### config.mk
export PLATFORM = sky130hd
export DESIGN_NAME = hmlu_load_unit
export DESIGN_NICKNAME = d
export VERILOG_FILES = /design/src/verilog/hmlu_pkg.sv /design/src/verilog/hmlu_load_unit.sv
export SDC_FILE = /design/constraint.sdc
export NUM_CORES = 1
export LEC_CHECK = 0
export BUFFER_PORTS_ARGS = -buffer_cell sky130_fd_sc_hd__clkbuf_2
export CAP_MARGIN = 5
export CORE_MARGIN = 2
export CORE_UTILIZATION = 30
export CTS_CLUSTER_DIAMETER = 100
export DETAILED_ROUTE_END_ITERATION = 16
export SKIP_CTS_REPAIR_TIMING = 1
export SLEW_MARGIN = 10
export SYNTH_ARGS = -nofsm -noshare
export SYNTH_HDL_FRONTEND = slang
export SYNTH_SLANG_ARGS = --single-unit
### constraint.sdc
create_clock -name clk -period 4.9 [get_ports clk]
set_input_delay 0.49 -clock clk [delete_from_list [all_inputs] [get_ports clk]]
set_output_delay 0.49 -clock clk [all_outputs]
set_load 0.03 [all_outputs]
### src/verilog/hmlu_pkg.sv
// Purpose: shared constants for the halfword and multiple-word load unit
// Assumes: big-endian bit numbering in the instruction word (bit 0 is msb)
// Notes: field positions are given as lsb-based verilog indices
package hmlu_pkg;
	localparam int unsigned hmlu_xlen = 32;
	localparam int unsigned hmlu_rsel = 5;
	// primary opcodes
	localparam logic [5:0] hmlu_op_half_zero = 6'h28;
	localparam logic [5:0] hmlu_op_half_zero_update = 6'h29;
	localparam logic [5:0] hmlu_op_multiple = 6'h2e;
	localparam logic [5:0] hmlu_op_extended = 6'h1f;
	// extended opcodes
	localparam logic [9:0] hmlu_xo_half_reverse = 10'h316;
	localparam logic [9:0] hmlu_xo_half_zero_index_update = 10'h137;
	localparam logic [9:0] hmlu_xo_half_zero_index = 10'h117;
	// instruction field positions
	localparam int unsigned hmlu_opcd_lsb = 26;
	localparam int unsigned hmlu_target_lsb = 21;
	localparam int unsigned hmlu_base_lsb = 16;
	localparam int unsigned hmlu_index_lsb = 11;
	localparam int unsigned hmlu_xo_lsb = 1;
	localparam int unsigned hmlu_disp_width = 16;
	// multiple-word load details
	localparam logic [4:0] hmlu_last_reg = 5'h1f;
	localparam logic [31:0] hmlu_word_step = 32'h0000_0004;
	localparam logic [31:0] hmlu_zero_word = 32'h0000_0000;
endpackage

### src/verilog/hmlu_load_unit.sv
// Purpose: decode and execute halfword zero loads and the multiple-word load
// Assumes: one memory read outstanding; general registers live outside
// Notes: one request per instruction for halfwords, one per word for multiple
`timescale 1ns/1ps
module hmlu_load_unit #(
	parameter int unsigned xlen = hmlu_pkg::hmlu_xlen
) (
	input wire logic clk,
	input wire logic rst,
	input wire logic instr_valid,
	input wire logic [31:0] instr_word,
	output logic instr_ready,
	output logic instr_illegal,
	output logic [4:0] rf_read_a_sel,
	output logic [4:0] rf_read_b_sel,
	input wire logic [xlen-1:0] rf_read_a_data,
	input wire logic [xlen-1:0] rf_read_b_data,
	input wire logic msr_user_mode,
	input wire logic msr_data_reloc,
	output logic mem_req,
	output logic [xlen-1:0] mem_addr,
	output logic mem_half,
	input wire logic mem_ack,
	input wire logic [xlen-1:0] mem_rdata,
	input wire logic mem_tlb_hit,
	input wire logic mem_zone_no_access,
	output logic rf_write_en,
	output logic [4:0] rf_write_sel,
	output logic [xlen-1:0] rf_write_data,
	output logic exc_data_storage,
	output logic exc_data_tlb_miss,
	output logic [xlen-1:0] exc_addr,
	output logic busy
);
	typedef enum logic [3:0] {
		hmlu_idle_s = 4'h1,
		hmlu_read_s = 4'h2,
		hmlu_update_s = 4'h4,
		hmlu_multi_s = 4'h8
	} hmlu_state_t;

	hmlu_state_t state;
	logic [5:0] opcd;
	logic [9:0] xo;
	logic [4:0] fld_t;
	logic [4:0] fld_a;
	logic [4:0] fld_b;
	logic reserved_bit;
	logic is_dz, is_dzu, is_lmw, is_brx, is_xzu, is_xz;
	logic is_update, is_indexed, known;
	logic [xlen-1:0] base, offs, effective_address;
	logic [xlen-1:0] cur_addr;
	logic [4:0] cur_reg, tgt_reg, upd_reg;
	logic [4:0] multi_base;
	logic reversed;
	logic is_update_hold;
	logic fault_storage, fault_miss;

	// sign-extend a displacement field
	function automatic logic [xlen-1:0] hmlu_sext(input logic [15:0] d);
		hmlu_sext = {{(xlen - hmlu_pkg::hmlu_disp_width){d[15]}}, d};
	endfunction

	// halfword placement: normal puts low address byte high
	function automatic logic [xlen-1:0] hmlu_half(input logic [15:0] h, input logic rev);
		if (rev)
			hmlu_half = {{(xlen - hmlu_pkg::hmlu_disp_width){1'b0}}, h[7:0], h[15:8]};
		else
			hmlu_half = {{(xlen - hmlu_pkg::hmlu_disp_width){1'b0}}, h};
	endfunction

	// field extraction
	assign opcd = instr_word[hmlu_pkg::hmlu_opcd_lsb +: 6];
	assign xo = instr_word[hmlu_pkg::hmlu_xo_lsb +: 10];
	assign fld_t = instr_word[hmlu_pkg::hmlu_target_lsb +: 5];
	assign fld_a = instr_word[hmlu_pkg::hmlu_base_lsb +: 5];
	assign fld_b = instr_word[hmlu_pkg::hmlu_index_lsb +: 5];
	assign reserved_bit = instr_word[0];

	// opcode decode
	assign is_dz = (opcd == hmlu_pkg::hmlu_op_half_zero);
	assign is_dzu = (opcd == hmlu_pkg::hmlu_op_half_zero_update);
	assign is_lmw = (opcd == hmlu_pkg::hmlu_op_multiple);
	assign is_brx = (opcd == hmlu_pkg::hmlu_op_extended)
		&& (xo == hmlu_pkg::hmlu_xo_half_reverse);
	assign is_xzu = (opcd == hmlu_pkg::hmlu_op_extended)
		&& (xo == hmlu_pkg::hmlu_xo_half_zero_index_update);
	assign is_xz = (opcd == hmlu_pkg::hmlu_op_extended)
		&& (xo == hmlu_pkg::hmlu_xo_half_zero_index);
	assign is_update = is_dzu || is_xzu;
	assign is_indexed = is_brx || is_xzu || is_xz;
	assign known = is_dz || is_dzu || is_lmw || is_indexed;
	// reserved bit and bad update fields are tolerated, not trapped
	assign instr_illegal = instr_valid && !known;

	// register reads and address formation
	assign rf_read_a_sel = fld_a;
	assign rf_read_b_sel = fld_b;
	assign base = (fld_a == 5'h00 && !is_update) ? '0 : rf_read_a_data;
	assign offs = is_indexed ? rf_read_b_data : hmlu_sext(instr_word[15:0]);
	assign effective_address = base + offs;
	assign instr_ready = (state == hmlu_idle_s);
	assign busy = (state != hmlu_idle_s);

	// translation checks on the current access
	assign fault_storage = msr_user_mode && msr_data_reloc && mem_zone_no_access;
	assign fault_miss = msr_data_reloc && !mem_tlb_hit;

	// sequencing and captured operands
	always_ff @(posedge clk or posedge rst)
	begin
		if (rst)
		begin
			state <= hmlu_idle_s;
			cur_addr <= '0;
			cur_reg <= 5'h00;
			tgt_reg <= 5'h00;
			upd_reg <= 5'h00;
			multi_base <= 5'h00;
			reversed <= 1'b0;
			mem_half <= 1'b0;
		end
		else
		begin
			case (state)
				hmlu_idle_s:
				begin
					if (instr_valid && known && !is_lmw)
					begin
						state <= hmlu_read_s;
						cur_addr <= effective_address;
						tgt_reg <= fld_t;
						upd_reg <= is_update ? fld_a : 5'h00;
						reversed <= is_brx;
						mem_half <= 1'b1;
					end
					else if (instr_valid && is_lmw)
					begin
						state <= hmlu_multi_s;
						cur_addr <= effective_address;
						cur_reg <= fld_t;
						multi_base <= fld_a;
						mem_half <= 1'b0;
					end
				end
				hmlu_read_s:
				begin
					// a fault aborts even when the answer arrives in the same cycle
					if (fault_storage || fault_miss)
						state <= hmlu_idle_s;
					else if (mem_ack)
						state <= (upd_reg != 5'h00 || is_update_hold) ? hmlu_update_s : hmlu_idle_s;
				end
				hmlu_update_s:
					state <= hmlu_idle_s;
				hmlu_multi_s:
				begin
					if (fault_storage || fault_miss)
						state <= hmlu_idle_s;
					else if (mem_ack)
					begin
						cur_addr <= cur_addr + hmlu_pkg::hmlu_word_step;
						cur_reg <= cur_reg + 5'h01;
						if (cur_reg == hmlu_pkg::hmlu_last_reg)
							state <= hmlu_idle_s;
					end
				end
				default:
					state <= hmlu_idle_s;
			endcase
		end
	end

	// update flag kept so a base field of zero still writes back
	always_ff @(posedge clk or posedge rst)
	begin
		if (rst)
			is_update_hold <= 1'b0;
		else if (state == hmlu_idle_s && instr_valid)
			is_update_hold <= is_update;
	end

	// memory request is live while a read is pending
	assign mem_req = (state == hmlu_read_s) || (state == hmlu_multi_s);
	assign mem_addr = cur_addr;

	// register write port and exception reporting
	always_ff @(posedge clk or posedge rst)
	begin
		if (rst)
		begin
			rf_write_en <= 1'b0;
			rf_write_sel <= 5'h00;
			rf_write_data <= '0;
			exc_data_storage <= 1'b0;
			exc_data_tlb_miss <= 1'b0;
			exc_addr <= '0;
		end
		else
		begin
			rf_write_en <= 1'b0;
			exc_data_storage <= 1'b0;
			exc_data_tlb_miss <= 1'b0;
			if (mem_req && (fault_storage || fault_miss))
			begin
				exc_data_storage <= fault_storage;
				exc_data_tlb_miss <= !fault_storage && fault_miss;
				exc_addr <= cur_addr;
			end
			else if (state == hmlu_read_s && mem_ack)
			begin
				rf_write_en <= 1'b1;
				rf_write_sel <= tgt_reg;
				rf_write_data <= hmlu_half(mem_rdata[15:0], reversed);
			end
			else if (state == hmlu_update_s)
			begin
				rf_write_en <= 1'b1;
				rf_write_sel <= upd_reg;
				rf_write_data <= cur_addr;
			end
			else if (state == hmlu_multi_s && mem_ack)
			begin
				// base register word dropped unless it is the last register
				rf_write_en <= (cur_reg != multi_base)
					|| (cur_reg == hmlu_pkg::hmlu_last_reg);
				rf_write_sel <= cur_reg;
				rf_write_data <= mem_rdata;
			end
		end
	end

	// checks
	chk_half_zero_top: assert property (@(posedge clk) disable iff (rst)
		(state == hmlu_read_s && mem_ack && !fault_storage && !fault_miss)
		|=> rf_write_en && rf_write_data[31:16] == 16'h0000)
		else $error("halfword load upper bits not cleared");
	chk_reverse_bytes: assert property (@(posedge clk) disable iff (rst)
		(state == hmlu_read_s && mem_ack && reversed && !fault_storage && !fault_miss)
		|=> rf_write_data[7:0] == $past(mem_rdata[15:8]))
		else $error("reversed halfword bytes misplaced");
	chk_update_write: assert property (@(posedge clk) disable iff (rst)
		(state == hmlu_update_s) |=> rf_write_en && rf_write_data == $past(cur_addr))
		else $error("update address not written back");
	chk_no_update_idx: assert property (@(posedge clk) disable iff (rst)
		(state == hmlu_idle_s && instr_valid && is_xz) |-> ##1 (state == hmlu_read_s)
		##1 (!is_update_hold))
		else $error("indexed load marked as update");
	chk_storage_fault: assert property (@(posedge clk) disable iff (rst)
		exc_data_storage |-> $past(msr_user_mode) && $past(msr_data_reloc))
		else $error("storage fault outside user relocated mode");
	chk_tlb_miss: assert property (@(posedge clk) disable iff (rst)
		(mem_req && msr_data_reloc && !mem_tlb_hit && !fault_storage) |=> exc_data_tlb_miss)
		else $error("missing translation not reported");
	chk_multi_step: assert property (@(posedge clk) disable iff (rst)
		(state == hmlu_multi_s && mem_ack && !fault_storage && !fault_miss
		&& cur_reg != hmlu_pkg::hmlu_last_reg)
		|=> cur_addr == $past(cur_addr) + hmlu_pkg::hmlu_word_step)
		else $error("multiple load address step wrong");
	chk_base_discard: assert property (@(posedge clk) disable iff (rst)
		(state == hmlu_multi_s && mem_ack && !fault_storage && !fault_miss
		&& cur_reg == multi_base && cur_reg != hmlu_pkg::hmlu_last_reg)
		|=> !rf_write_en)
		else $error("base register overwritten in multiple load");
	chk_zero_base: assert property (@(posedge clk) disable iff (rst)
		(instr_valid && fld_a == 5'h00 && !is_update && !is_indexed && known && !is_lmw)
		|-> effective_address == hmlu_sext(instr_word[15:0]))
		else $error("zero base field not treated as zero");
	cov_reverse: cover property (@(posedge clk) disable iff (rst)
		state == hmlu_read_s && reversed && mem_ack);
	cov_update: cover property (@(posedge clk) disable iff (rst) state == hmlu_update_s);
	cov_multi_end: cover property (@(posedge clk) disable iff (rst)
		state == hmlu_multi_s && mem_ack && cur_reg == hmlu_pkg::hmlu_last_reg);
	cov_fault: cover property (@(posedge clk) disable iff (rst) exc_data_tlb_miss);
	cov_reserved: cover property (@(posedge clk) disable iff (rst)
		instr_valid && is_indexed && reserved_bit);
endmodule

==> flow_metrics.env, run 1 <==
export IMPL_status="finished, final reports clean"
export IMPL_p_switching_mw=1.410
export IMPL_cts_tree="yes"
export IMPL_synth_area_leaders="dfrtp_1, nand2_1, mux2_2, ha_1, a21oi_1"
export IMPL_dpl_hpwl_microns=22700
export IMPL_drt_wirelength_per_cell_microns=17.90
export IMPL_synth_cell_types=75
export IMPL_power_internal_mw=2.321
export IMPL_initial_core_util_pct=30.33
export IMPL_final_fill_count=2972
export IMPL_synth_edf_count=0
export IMPL_worst_hold_path_type="in2async"
export IMPL_die_h_microns=174.1
export IMPL_crit_fanout=12
export IMPL_synth_cells=1003
export IMPL_fin_worst_skew_ns=0.009568
export IMPL_coreArea_sq_um=28630
export IMPL_grt_usage_pct=19.16
export IMPL_dp_slack_ns=0.2553
export IMPL_n_antenna_cell=0
export IMPL_worst_slew_margin_rel_pct=21.14
export IMPL_r2r_setup_slack_ns=1.97
export IMPL_p_leak_nw=5.393
export IMPL_post_route_util_pct=37.98
export IMPL_arrival_ns=4.49
export IMPL_syn_nets=1174
export IMPL_reg2reg_to="mem_addr[31]$_DFFE_PP0P_"
export IMPL_final_area_sq_um=10870
export IMPL_fmax_mhz=238.4
export IMPL_end_kind="register"
export IMPL_tns_ns=0
export IMPL_worstMarginPinSlew_ns=1.178
export IMPL_final_cell_mix="clkbuf_2, nand2_1, dfrtp_1, a21oi_1"
export IMPL_rsz0062_at_grt="false"
export IMPL_p_clk_share_pct=32.1
export IMPL_portBuffers=254
export IMPL_path_class="in2reg"
export IMPL_grt_ovfl_total=0
export IMPL_firstDrtPassIters=7
export IMPL_routed_wl_microns=29230
export IMPL_die_w_microns=174.1
export IMPL_fin_crit_sh_pct=85.61
export IMPL_die_area_sq_um=30320
export IMPL_initialDrtViolationCount=588
export IMPL_avgViaCountPerCell=5.140
export IMPL_startpoint_type="input port"
export IMPL_syn_area_sq_um=8683
export IMPL_grt_max_degree=59
export IMPL_antenna_found_initial=0
export IMPL_power_density_nw_per_um2=343.1
export IMPL_hold_viol_final=0
export IMPL_slew_violations=0
export IMPL_grt_pass1_wl_microns=45760
export IMPL_placed_area_sq_um=10320
export IMPL_drive_gt1_share_pct=29.86
export IMPL_area_growth_pct=25.22
export IMPL_rr_worst_depth=7
export IMPL_period_minus_slack_ns=4.195
export IMPL_switching_share_pct=37.80
export IMPL_path_clk_slew_ns=0.06
export IMPL_ys_seq_elements=131
export IMPL_ir_drop_mv=0.1317
export IMPL_clkSinkCount=131
export IMPL_clk_path_buf_depth=2
export IMPL_cp_data_required_time_ns=5.19
export IMPL_clock_latency_ns=0.42
export IMPL_seqPwrFrac_pct=40.5
export IMPL_row_count=62
export IMPL_grt_pass1_vias=8032
export IMPL_synthFlopType="dfrtp_1"
export IMPL_timing_rr_start="state[0]$_DFFE_PP1P_"
export IMPL_syn_area_per_cell_sq_um=8.657
export IMPL_yosysTopAreaCellShare_pct=37.46
export IMPL_vias=8393
export IMPL_yosysWarnings=0
export IMPL_final_common_cell="clkbuf_2"
export IMPL_h_tree_depth=4
export IMPL_ios=255
export IMPL_maxCapViolCount=0
export IMPL_post_route_drc_count=0
export IMPL_ys_async_sr_fraction_pct=100.0
export IMPL_setup_viol=0
export IMPL_ant_nets=0
export IMPL_comb_power_share_pct=27.4
export IMPL_nNetsFinal=1407
export IMPL_gp_congestion=0.8731
export IMPL_synth_seq_area_share_pct=37.77
export IMPL_cts_made_buffers=17
export IMPL_cts_root_buf="clkbuf_16"
export IMPL_setup_ws_ns=0.7049
export IMPL_yosysTopAreaCell="dfrtp_1"
through the flow:
step | total power [mW] | std cells | hold WS, ns
after global placement | 2.543 | 1601 | 0.4582
final | 3.731 | 1633 | 0.1432
after detailed placement | 2.554 | 1601 | 0.4668
after floorplan | 2.113 | 1003 | 0.4806
after CTS | 3.765 | 1633 | 0.1440
after global routing | 3.932 | 1633 | 0.1712
cell usage after synthesis (13+ instances only):
cell      instances
nand2_1         159
dfrtp_1         130
a21oi_1          72
nor2_1           65
o21ai_0          65
mux2_2           42
and2_1           36
a21o_1           34
ha_1             34
o31ai_1          34
clkbuf_1         32
nand3_1          31
o22ai_1          22
inv_1            21
xnor2_1          21
and3_1           16
mux2i_1          16
buf_2            13
worst max-delay path by stage:
stage                  start                       end  slack (ns)  cells after the start
2_1_floorplan  instr_word[7]  mem_addr[16]$_DFFE_PP0P_        0.82                     16
3_3_place_gp   instr_word[4]  mem_addr[30]$_DFFE_PP0P_        0.35                     16
3_5_place_dp   instr_word[4]  mem_addr[30]$_DFFE_PP0P_        0.26                     16
4_1_cts        instr_word[4]  mem_addr[30]$_DFFE_PP0P_        0.69                     16
5_1_grt        instr_word[4]  mem_addr[26]$_DFFE_PP0P_        0.35                     16
6_report       instr_word[4]  mem_addr[30]$_DFFE_PP0P_        0.70                     16
metal layers:
metal	GRT usage, %	up-vias	wire [microns]
met4	5.427	0	425
met5	0	-	0
met2	29.95	312	13040
met1	27.33	3968	14160
met3	3.106	29	1603
li1	-	4084	-
power groups by stage:
stage | logic (mW) | registers, mW | clock network, mW
6_report | 1.02 | 1.51 | 1.20
5_1_grt | 1.12 | 1.54 | 1.27
4_1_cts | 1.03 | 1.51 | 1.23
3_5_place_dp | 1.02 | 1.53 | 0
3_3_place_gp | 1.01 | 1.53 | 0
2_1_floorplan | 0.498 | 1.61 | 0
cells by family (layout without fill, tap and decap cells):
kind of cell	after synthesis	after routing	share of synthesized area, %
buf+inv	82	328	4.193
simple gates	372	372	20.62
compound gates	292	292	21.59
mux	58	58	7.291
xor+xnor	33	33	3.415
flops	131	131	37.77
fa+ha+maj	35	35	5.130
final cells by class:
class / instances / area [sq um] / area share (%)
Clock buffer: 22 / 464.2 / 4.269
Clock inverter: 10 / 85.08 / 0.7825
Inverter: 21 / 83.83 / 0.7710
Tap cell: 384 / 480.5 / 4.419
Multi-Input combinational cell: 790 / 5051 / 46.46
Sequential cell: 131 / 3279 / 30.16
Timing Repair Buffer: 275 / 1429 / 13.14
critical path, stage by stage:
cell	delay (ns)
clkbuf_2	0.09
nand4bb_1	0.33
or4_4	0.64
o211ai_2	0.40
and2_1	0.19
ha_1	0.19
inv_1	0.07
fa_1	0.39
nand2b_1	0.18
a21oi_1	0.24
o211ai_1	0.24
a211oi_1	0.42
o2111ai_1	0.18
or3b_2	0.22
xnor2_1	0.11
o211ai_1	0.10
No activity file was read; power rests on OpenSTA's default activity.
==> run 2, diff against run 1 <==
- BUFFER_PORTS_ARGS: -buffer_cell sky130_fd_sc_hd__clkbuf_2 -> not set
- DONT_BUFFER_PORTS: not set -> 1
- SLEW_MARGIN: 10 -> not set
==> run 2 against run 1 <==
Against the previous run:
- cell count decreased by 16%
- non-clock buffer count decreased by 258
- design area decreased by 11%
- critical endpoint unchanged
- maximum frequency increased by 2.2%
- largest power group unchanged
- largest cell class unchanged
- clock skew decreased by 0.0030 ns
==> flow_metrics.env, run 2 (same netlist as run 1, synthesis figures left out) <==
export IMPL_status="finished, final reports clean"
export IMPL_cts_root_buf="clkbuf_16"
export IMPL_crit_fanout=22
export IMPL_avgViaCountPerCell=5.472
export IMPL_slowest_delay_ns=0.62
export IMPL_grt_pass1_vias=7298
export IMPL_rsz0062_at_grt="false"
export IMPL_worst_path_max_delay_cell="or4_4"
export IMPL_cp_cell_sequence="nand4bb_1 > or4_4 > o211ai_2 > buf_4 > and2_1 > ha_1 > a21oi_1 > o211ai_1 > o21ai_0 > o21ai_0 > o2111ai_1 > or3b_2 > xnor2_1 > o211ai_1"
export IMPL_antenna_found_initial=1
export IMPL_grt_ovfl_total=0
export IMPL_final_common_cell="nand2_1"
export IMPL_gp_congestion=0.9046
export IMPL_fmax_mhz=243.5
export IMPL_final_cell_mix="nand2_1, dfrtp_1, a21oi_1, nor2_1, o21ai_0"
export IMPL_ant_nets=0
export IMPL_fin_crit_sh_pct=83.81
export IMPL_power_internal_mw=2.324
export IMPL_placed_area_sq_um=9022
export IMPL_routed_wl_microns=28910
export IMPL_initial_core_util_pct=30.33
export IMPL_hold_ws_ns=0.1021
export IMPL_drive_gt1_share_pct=11.91
export IMPL_cts_made_buffers=17
export IMPL_p_switching_mw=1.366
export IMPL_row_count=62
export IMPL_worst_hold_path_type="in2async"
export IMPL_ir_drop_mv=0.1719
export IMPL_clkSinkCount=131
export IMPL_comb_power_share_pct=16.1
export IMPL_period_minus_slack_ns=4.107
export IMPL_portBuffers=0
export IMPL_die_area_sq_um=30320
export IMPL_dpl_hpwl_microns=22050
export IMPL_coreArea_sq_um=28630
export IMPL_drt_wirelength_per_cell_microns=21.01
export IMPL_end_kind="register"
export IMPL_switching_share_pct=37.02
export IMPL_vias=7529
export IMPL_worst_slew_margin_rel_pct=18.34
export IMPL_p_leak_nw=4.326
export IMPL_firstDrtPassIters=6
export IMPL_path_clk_slew_ns=0.06
export IMPL_arrival_ns=4.38
export IMPL_h_tree_depth=4
export IMPL_cts_tree="yes"
export IMPL_grt_usage_pct=19.02
export IMPL_p_clk_share_pct=36.1
export IMPL_startpoint_type="input port"
export IMPL_grt_max_degree=96
export IMPL_setup_viol=0
export IMPL_die_w_microns=174.1
export IMPL_maxCapViolCount=0
export IMPL_slew_violations=0
export IMPL_grt_pass1_wl_microns=44740
export IMPL_path_class="in2reg"
export IMPL_hold_viol_final=0
export IMPL_post_route_drc_count=0
export IMPL_stdcell_count=1376
export IMPL_ios=255
export IMPL_cp_data_required_time_ns=5.17
export IMPL_area_growth_pct=11.08
export IMPL_worstMarginPinSlew_ns=1.220
export IMPL_dpl_cell_count=1343
export IMPL_clock_latency_ns=0.42
export IMPL_seqPwrFrac_pct=47.8
export IMPL_tns_ns=0
export IMPL_nNetsFinal=1149
export IMPL_power_density_nw_per_um2=382.6
export IMPL_clk_path_buf_depth=2
export IMPL_die_h_microns=174.1
export IMPL_final_area_sq_um=9646
export IMPL_fin_worst_skew_ns=0.006574
export IMPL_initialDrtViolationCount=611
## run 2: path summary, 6_finish.rpt
| path | start | end | slack (ns) | cells past startpoint |
|---|---|---|---|---|
| max in group asynchronous | rst | rf_write_data[6]$_DFFE_PP0P_ | 3.70 | 2 |
| setup reg to reg | state[1]$_DFFE_PP0P_ | rf_write_data[5]$_DFFE_PP0P_ | 1.94 | 8 |
| hold reg to reg | reversed$_DFFE_PP0P_ | reversed$_DFFE_PP0P_ | 0.51 | 1 |
| hold / removal | rst | exc_addr[8]$_DFFE_PP0P_ | 0.10 | 1 |
| min in group clk | mem_tlb_hit | exc_data_tlb_miss$_DFF_PP0_ | 0.13 | 1 |
| setup / recovery | instr_word[4] | mem_addr[30]$_DFFE_PP0P_ | 0.79 | 14 |
## run 2: cell type report
class | instances | area [sq um]
fillers | 2955 | 18980
diodes | 1 | 2.502
inverters | 21 | 83.83
clock buffers | 20 | 466.7
flip-flops and latches | 131 | 3279
well taps | 384 | 480.5
clock inverters | 12 | 153.9
repair buffers | 17 | 127.6
multi-input cells | 790 | 5051
## run 2: power by group through the flow
stage | logic (mW) | clock network [mW] | registers, mW
finish | 0.593 | 1.33 | 1.76
global route | 0.675 | 1.40 | 1.80
global placement | 0.576 | 0 | 1.79
detailed placement | 0.586 | 0 | 1.79
floorplan | 0.498 | 0 | 1.61
CTS | 0.590 | 1.36 | 1.77
## run 2: through the flow
step	power, mW	util (%)	worst slack (ns)
floorplan	2.113	-	0.8186
global placement	2.365	31.52	0.4669
detailed placement	2.379	31.52	0.3523
CTS	3.724	33.69	0.8231
global route	3.879	33.70	0.4442
finish	3.690	33.70	0.7935
## run 2: worst max-delay path: cells and delay by family
family	cells	cell delay, ns
adders and majority gates	1	0.30
buffers and inverters	1	0.30
xor gates and xnor gates	1	0.16
and+or+nand+nor	4	1.55
AOI/OAI and AO/OA	7	1.55
## run 2: routing by layer
layer | routed length (microns) | vias up | global-route usage, %
met5 | 0 | - | 0
met4 | 488 | 0 | 5.427
met3 | 2266 | 35 | 5.227
met2 | 12520 | 332 | 29.07
met1 | 13640 | 3599 | 26.30
li1 | - | 3563 | -
